$ cat src/rtl/psd_pkg.sv
// package: pin-sharing constants and carrier types
package psd_pkg;

	localparam int          PSD_GPIO_W      = 16;
	localparam int          PSD_INT_LO      = 4;
	localparam int          PSD_INT_HI      = 7;
	localparam int          PSD_PIN8        = 8;
	localparam int          PSD_SYNC_STAGES = 3;
	localparam logic [15:0] PSD_EN_RST      = 16'h0000;
	localparam logic [15:0] PSD_DIR_RST     = 16'h0000;
	localparam logic [1:0]  PSD_STRAP_RST   = 2'h0;
	// owners at reset: host port and both serial ports
	localparam logic [5:0]  PSD_OWN_RST     = 6'h2c;
	// clock-shared gpio pins (div-four and div-six outputs)
	localparam int          PSD_CLK4_PIN    = 1;
	localparam int          PSD_CLK6_PIN    = 2;
	// gpio pins shared with pci
	localparam logic [15:0] PSD_PCI_GPIO    = 16'hfe00;
	// register offsets and fields
	localparam logic [3:0]  PSD_REG_EN      = 4'h0;
	localparam logic [3:0]  PSD_REG_DIR     = 4'h4;
	localparam logic [3:0]  PSD_REG_OUT     = 4'h8;
	localparam logic [3:0]  PSD_REG_SEL     = 4'hc;
	localparam int          PSD_SEL_PCI     = 0;
	localparam int          PSD_SEL_UTOPIA  = 1;

	typedef struct packed {
		logic pci_en;
		logic utopia_en;
	} psd_sel_t;

	typedef enum logic [2:0] {
		PSD_ST_RESET = 3'b001,
		PSD_ST_LATCH = 3'b010,
		PSD_ST_RUN   = 3'b100
	} psd_state_t;

	function automatic logic psd_is_clk_pin(input int idx);
		return (idx == PSD_CLK4_PIN) || (idx == PSD_CLK6_PIN) || (idx == PSD_PIN8);
	endfunction : psd_is_clk_pin

endpackage : psd_pkg

$ cat src/rtl/psd_pin_share.sv
// shared-pin owner selection with gpio registers and strap latch
// Summary of operation
// - clock-shared pins default to clock function
// - gpio four to seven feed external interrupts
// - pci-shared gpio pins default to nothing
// - host port owns pins unless pci selected
// - pci pins default to partner functions
// - serial port pins default to serial functions
// - pin eight defaults to serial clock source
// - utopia pins default to serial port one
// - selection straps latched while reset asserted
//
// Decided for this implementation: strobed register access and the register offsets.
module psd_pin_share
	import psd_pkg::*;
#(
	parameter int GW = PSD_GPIO_W
) (
	input  wire logic          clk_sys,
	input  wire logic          sys_rst,
	input  wire logic [3:0]    reg_addr,
	input  wire logic [31:0]   reg_wdata,
	input  wire logic          reg_wr,
	input  wire logic          reg_rd,
	output logic      [31:0]   reg_rdata,
	input  wire logic          strap_pci_en,
	input  wire logic          strap_utopia_en,
	input  wire logic [GW-1:0] gpio_pin_in,
	output logic      [GW-1:0] gpio_pin_out,
	output logic      [GW-1:0] gpio_pin_oe,
	input  wire logic          clock_output_div_four,
	input  wire logic          clock_output_div_six,
	input  wire logic          serial_port2_clock_source_out,
	input  wire logic          serial_port2_clock_source_oe,
	output logic      [3:0]    external_interrupt_inputs,
	output logic               serial_port2_clock_source_in,
	output logic               host_port_owns,
	output logic               pci_owns,
	output logic               serial_port_two_owns,
	output logic               serial_port_one_owns,
	output logic               utopia_owns,
	output logic               pci_gpio_owns
);
	////////////////////////////////////////////////////////////////////////
	// strap capture
	logic [1:0] strap_sync;
	// straps must stay live in reset, so this synchroniser never resets
	psd_sync #(.W(2)) u_sync (
		.clk_sys (clk_sys),
		.sys_rst (1'b0),
		.d       ({strap_utopia_en, strap_pci_en}),
		.q       (strap_sync)
	);

	psd_state_t state_ff, nxt_state;
	psd_sel_t   sel_ff, nxt_sel;

	// state and selection move only here; the flops just register
	always_comb begin
		nxt_state = state_ff;
		nxt_sel   = sel_ff;
		case (state_ff)
			PSD_ST_RESET: begin
				nxt_state = PSD_ST_LATCH;
			end
			PSD_ST_LATCH: begin
				// reset gone: last latched straps kept
				nxt_state = PSD_ST_RUN;
			end
			PSD_ST_RUN: begin
				nxt_state = PSD_ST_RUN;
			end
			default: begin
				nxt_state = PSD_ST_RESET;
			end
		endcase
		if (sys_rst) begin
			// sample straps while reset held
			nxt_state         = PSD_ST_LATCH;
			nxt_sel.pci_en    = strap_sync[PSD_SEL_PCI];
			nxt_sel.utopia_en = strap_sync[PSD_SEL_UTOPIA];
		end
	end

	always_ff @(posedge clk_sys) begin
		state_ff <= nxt_state;
		sel_ff   <= nxt_sel;
	end

	////////////////////////////////////////////////////////////////////////
	// gpio registers
	logic [GW-1:0] en_ff, dir_ff, out_ff;
	logic [GW-1:0] nxt_en, nxt_dir, nxt_out;
	logic [31:0]   rdata_ff, nxt_rdata;
	logic [GW-1:0] pin_in_sync;

	// pin levels, three flops with agreement
	psd_sync #(.W(GW)) u_gsync (
		.clk_sys (clk_sys),
		.sys_rst (sys_rst),
		.d       (gpio_pin_in),
		.q       (pin_in_sync)
	);

	always_comb begin
		nxt_en    = en_ff;
		nxt_dir   = dir_ff;
		nxt_out   = out_ff;
		nxt_rdata = 32'h0;
		if (reg_wr) begin
			case (reg_addr)
				PSD_REG_EN:  nxt_en  = reg_wdata[GW-1:0];
				PSD_REG_DIR: nxt_dir = reg_wdata[GW-1:0];
				PSD_REG_OUT: nxt_out = reg_wdata[GW-1:0];
				default:     nxt_out = out_ff;
			endcase
		end
		// reads answer one cycle later, else zero
		if (reg_rd) begin
			case (reg_addr)
				PSD_REG_EN:  nxt_rdata[GW-1:0] = en_ff;
				PSD_REG_DIR: nxt_rdata[GW-1:0] = dir_ff;
				PSD_REG_OUT: nxt_rdata[GW-1:0] = pin_in_sync;
				PSD_REG_SEL: nxt_rdata[1:0]    = {sel_ff.utopia_en, sel_ff.pci_en};
				default:     nxt_rdata         = 32'h0;
			endcase
		end
	end

	always_ff @(posedge clk_sys) begin
		if (sys_rst) begin
			en_ff    <= PSD_EN_RST;
			dir_ff   <= PSD_DIR_RST;
			out_ff   <= '0;
			rdata_ff <= 32'h0;
		end else begin
			en_ff    <= nxt_en;
			dir_ff   <= nxt_dir;
			out_ff   <= nxt_out;
			rdata_ff <= nxt_rdata;
		end
	end

	////////////////////////////////////////////////////////////////////////
	// pin ownership
	logic [GW-1:0] nxt_pout, nxt_poe, pout_ff, poe_ff;
	logic [3:0]    nxt_xint, xint_ff;
	logic          nxt_ck2, ck2_ff;
	logic [5:0]    nxt_own, own_ff;

	always_comb begin
		nxt_pout = '0;
		nxt_poe  = '0;
		nxt_ck2  = 1'b0;
		for (int i = 0; i < GW; i++) begin
			if (PSD_PCI_GPIO[i] && sel_ff.pci_en) begin
				// pci owns pin; gpio side off
				nxt_poe[i] = 1'b0;
			end else if (PSD_PCI_GPIO[i] && !en_ff[i]) begin
				nxt_poe[i] = 1'b0;
			end else if (psd_is_clk_pin(i) && !en_ff[i]) begin
				// clock function until gpio enabled
				if (i == PSD_CLK4_PIN) begin
					nxt_pout[i] = clock_output_div_four;
					nxt_poe[i]  = 1'b1;
				end else if (i == PSD_CLK6_PIN) begin
					nxt_pout[i] = clock_output_div_six;
					nxt_poe[i]  = 1'b1;
				end else begin
					nxt_pout[i] = serial_port2_clock_source_out;
					nxt_poe[i]  = serial_port2_clock_source_oe;
					nxt_ck2     = pin_in_sync[i];
				end
			end else if (i >= PSD_INT_LO && i <= PSD_INT_HI && !en_ff[i]) begin
				nxt_poe[i] = 1'b0;
			end else begin
				nxt_pout[i] = out_ff[i];
				nxt_poe[i]  = en_ff[i] & dir_ff[i];
			end
		end
		nxt_xint = pin_in_sync[PSD_INT_HI:PSD_INT_LO];
		// gpio holds a pci-shared pin only while pci is off
		nxt_own  = {
			!sel_ff.pci_en,
			sel_ff.pci_en,
			!sel_ff.pci_en,
			!sel_ff.utopia_en,
			sel_ff.utopia_en,
			!sel_ff.pci_en && (|(en_ff & PSD_PCI_GPIO[GW-1:0]))
		};
	end

	always_ff @(posedge clk_sys) begin
		if (sys_rst) begin
			pout_ff <= '0;
			poe_ff  <= '0;
			xint_ff <= 4'h0;
			ck2_ff  <= 1'b0;
			// host and both serial ports own at reset
			own_ff  <= PSD_OWN_RST;
		end else begin
			pout_ff <= nxt_pout;
			poe_ff  <= nxt_poe;
			xint_ff <= nxt_xint;
			ck2_ff  <= nxt_ck2;
			own_ff  <= nxt_own;
		end
	end

	assign reg_rdata                    = rdata_ff;
	assign gpio_pin_out                 = pout_ff;
	assign gpio_pin_oe                  = poe_ff;
	assign external_interrupt_inputs    = xint_ff;
	assign serial_port2_clock_source_in = ck2_ff;
	assign host_port_owns               = own_ff[5];
	assign pci_owns                     = own_ff[4];
	assign serial_port_two_owns         = own_ff[3];
	assign serial_port_one_owns         = own_ff[2];
	assign utopia_owns                  = own_ff[1];
	assign pci_gpio_owns                = own_ff[0];
endmodule : psd_pin_share

$ cat src/rtl/psd_sync.sv
// three-stage input synchroniser with agreement filter
module psd_sync
	import psd_pkg::*;
#(
	parameter int W = 2
) (
	input  wire logic         clk_sys,
	input  wire logic         sys_rst,
	input  wire logic [W-1:0] d,
	output logic      [W-1:0] q
);
	logic [W-1:0] s1_ff, s2_ff, s3_ff, q_ff;
	logic [W-1:0] nxt_q;

	always_comb begin
		nxt_q = q_ff;
		for (int i = 0; i < W; i++) begin
			if (s2_ff[i] == s3_ff[i]) begin
				nxt_q[i] = s2_ff[i];
			end
		end
	end

	always_ff @(posedge clk_sys) begin
		if (sys_rst) begin
			s1_ff <= '0;
			s2_ff <= '0;
			s3_ff <= '0;
			q_ff  <= '0;
		end else begin
			s1_ff <= d;
			s2_ff <= s1_ff;
			s3_ff <= s2_ff;
			q_ff  <= nxt_q;
		end
	end

	assign q = q_ff;
endmodule : psd_sync

$ cat config.mk
export PLATFORM = sky130hd
export DESIGN_NAME = psd_pin_share
export DESIGN_NICKNAME = d
export VERILOG_FILES = /design/src/rtl/psd_pkg.sv /design/src/rtl/psd_pin_share.sv /design/src/rtl/psd_sync.sv
export SDC_FILE = /design/constraint.sdc
export NUM_CORES = 1
export LEC_CHECK = 0
export BUFFER_PORTS_ARGS = -buffer_cell sky130_fd_sc_hd__buf_2
export CORE_ASPECT_RATIO = 0.7
export CORE_MARGIN = 3
export CORE_UTILIZATION = 25
export CTS_CLUSTER_DIAMETER = 60
export CTS_CLUSTER_SIZE = 25
export DETAILED_ROUTE_END_ITERATION = 10
export PLACE_DENSITY_LB_ADDON = 0.05
export SKIP_CTS_REPAIR_TIMING = 1
export SLEW_MARGIN = 30
export SYNTH_ARGS = -nofsm -noshare
export SYNTH_HDL_FRONTEND = slang
export SYNTH_SLANG_ARGS = --single-unit
$ cat constraint.sdc
create_clock -name clk_sys -period 1.3 [get_ports clk_sys]
set_clock_uncertainty 0.15 [all_clocks]
set_input_delay 0.26 -clock clk_sys [delete_from_list [all_inputs] [get_ports clk_sys]]
set_output_delay 0.26 -clock clk_sys [all_outputs]
set_load 0.01 [all_outputs]
==> results.toml <==
[cells_and_area]
antenna_cells = 0
fin_cells = 1031
n_fill_cell = 2427
register_area_um2 = 3680
layout-drive-gt1-share_pct = 28.8
multi_input_area_um2 = 2210
final_util_pct = 34.2
area_growth_pct = 32.9
nets = 762

[setup_path]
cp_num_buf_inv = 1
path_cells = "buf_6"
critPathArrivalTime_ns = 0.87
crit_type = "register to primary output"
critPathLaunchType = "register"
end_kind = "primary output"
cp_slowest_cell = "dfxtp_2"
crit_family = "flip-flops"
crit_path_max_incr_delay_ns = 0.35
required_ns = 0.89
cp_max_fo = 2

[placed_design]
pre_cts_slack_ns = -0.287
gp_congestion = 0.713
io_buffers = 104
hpwl_um = 10400
numPlacedInstances = 978

[synthesis]
asyncSetResetFlopFracSynth_pct = 0
syn_area_um2 = 6150
synthCells = 558
synth_flop_cell = "dfxtp_1"
ys_types = 32
synth_edf_count = 4
yosysWarnings = 0
ys_ff_latch = 180
yosysSeqAreaShare_pct = 59.2
avgSynthCellArea_um2 = 11.0

[detailed_routing]
route.antenna.remaining_nets = 0
first_iter_violations = 99
routed_via_density = 3.97
detail_route.wl_per_cell_um = 14.2
routed_wirelength_um = 14600
vias = 4096
drt_first_pass_iters = 4
drc = 0

[global_route]
grt_pass1_wl_um = 23300
grt_pass1_vias = 4150
antenna_found_initial = 1
grt_max_degree = 33
grtUsageTotal_pct = 11.4
overflow = 0

[pwr]
p_leak_nw = 3.52
power_frac_comb_pct = 5.3
pwr-share-seq_pct = 49.8
finalPower_w = 0.0115
p_sw_w = 0.00251
p_sw_share_pct = 21.9
ir_drop_v = 0.000895
p_int_w = 0.00896
power_frac_clock_pct = 44.9
powerDensity_nw_per_um2 = 1400

[cts]
cts-root-buf = "clkbuf_16"
path_clk_slew_ns = 0.06
max-clock-path-buffers = 2
clkSinkCount = 180
cts_tree = "done"
clk-insertion-delay-late_ns = 0.43
numCtsBuffers = 17
htree_levels = 4

[timing]
rsz0062_at_grt = "yes"
whs_ns = -0.000962
finalCriticalPeriod_ns = 1.28
finalHoldViolCount = 1
finalMaxSlewViolations = 0
finalSetupViolations = 0
setup_slack_ns = 0.0215
setup_tns_ns = 0
fmax_mhz = 782
period_share_pct = 98.3

[die]
core_area_um2 = 23900
die_h_um = 137
die-area_um2 = 26500
boundaryPins = 137
row_count = 47
chipWidth_um = 193
initial_core_util_pct = 25.7

[status]
violations = "negative hold slack"
outcome = "complete, but fails checks"

[flow_run]
cap_viol_max_count = 0

[hold_path]
hp-class = "input port to register"
## sequential cells by signal (all words and copies together), names as in the netlist
| signal | count |
|---|---|
| out_ff | 16 |
| external_interrupt_inputs | 4 |
| u_sync.q | 2 |
| u_sync.s1_ff | 2 |
| u_gsync.s1_ff | 16 |
| u_gsync.s3_ff | 16 |
| gpio_pin_out | 16 |
| u_gsync.q | 16 |
| gpio_pin_oe | 16 |
| en_ff | 16 |
| u_sync.s2_ff | 2 |
| dir_ff | 16 |
| nxt_own | 2 |
| u_sync.s3_ff | 2 |
| u_gsync.s2_ff | 16 |
| own_ff | 5 |
| reg_rdata | 16 |
| serial_port2_clock_source_in | 1 |
## worst paths after layout
path              slack (ns)                          from                        end  cells past startpoint
hold reg to reg         0.18       u_sync.s1_ff[1]$_DFF_P_    u_sync.s2_ff[1]$_DFF_P_                      0
hold / removal        -0.001  serial_port2_clock_source_oe  gpio_pin_oe[8]$_SDFF_PP0_                      3
setup reg to reg        0.04        en_ff[14]$_SDFFE_PP0P_       own_ff[0]$_SDFF_PP0_                      2
setup / recovery        0.02          own_ff[3]$_SDFF_PP1_             host_port_owns                      1
## cells in the final DEF, fill, tap and decap left out, types with 2 or more instances in the layout
cell and instances:
a22oi_1 2, nor2b_1 54, xnor2_1 2, mux2_2 4, buf_12 5, edfxtp_1 4, dfxtp_1 144, mux2i_1 66
buf_2 70, o21ai_0 16, buf_4 24, a2bb2oi_1 14, conb_1 16, clkinv_2 4, inv_1 16, clkbuf_8 3
and3_1 14, dfxtp_2 32, nand2b_1 66, bufinv_16 2, clkinv_4 4, clkinvlp_4 2, nand2_1 16, clkbuf_16 17
buf_6 34, nor3_1 2, nor2_1 32, dlygate4sd3_1 21, a21oi_1 18
## cell type report
type                       instances  share of cell area (%)
multi-input combinational        331                    27.1
clock inverter                    12                    1.59
clock buffer                      20                    5.71
timing repair buffer             154                    15.0
sequential                       180                    45.1
tap                              318                    4.87
inverter                          16                   0.735
## metal layers
layer | up-vias | wire length (um) | part of all wire (%) | track usage, %
met5 | - | 13 | 0.089 | 0
met4 | 2 | 165 | 1.1 | 3.73
met3 | 13 | 832 | 5.7 | 3.98
met2 | 87 | 6450 | 44 | 17.5
met1 | 1918 | 7160 | 49 | 15.2
li1 | 2076 | - | - | -
## power by group through the flow
| stage | clock [W] | sequential, W | combinational (W) |
|---|---|---|---|
| 2_1_floorplan | 0 | 0.00583 | 0.000346 |
| 3_3_place_gp | 0 | 0.00583 | 0.000552 |
| 3_5_place_dp | 0 | 0.00583 | 0.000552 |
| 4_1_cts | 0.00536 | 0.00570 | 0.000554 |
| 5_1_grt | 0.00559 | 0.00572 | 0.000668 |
| 6_report | 0.00515 | 0.00571 | 0.000605 |
## metrics by stage
step	hold WS, ns	cell area [um^2]
after floorplan	0.138	6220
after global placement	0.165	7120
after detailed placement	0.162	7120
after CTS	-0.234	7710
after global routing	0.00165	8170
final	-0.000962	8170
## cells in the mapped netlist, drive strengths merged (2+ instances only)
master	instances	share of area [%]
clkbuf	16	1.0
a21oi	18	1.5
dfxtp	176	57
a22oi	2	0.24
nand2	17	1.1
nor2	32	2.0
o21ai	16	1.3
buf	30	3.7
edfxtp	4	2.0
xnor2	2	0.28
and3	14	1.4
mux2i	66	11
nand2b	66	6.7
inv	16	0.98
mux2	4	0.73
nor3	2	0.16
a2bb2oi	14	2.0
nor2b	54	5.5
## kinds of logic (layout without fill, tap and decap cells)
family          Yosys count  in the layout  share of synthesized area [%]
flops                   180            180                           59.2
xor+xnor                  2              2                          0.285
simple gates            192            192                           18.1
compound gates           51             51                           5.13
mux                      70             70                           11.5
other cells               1             16                         0.0610
buf+inv                  62            202                           5.70
No activity file was read; power rests on OpenSTA's default activity.
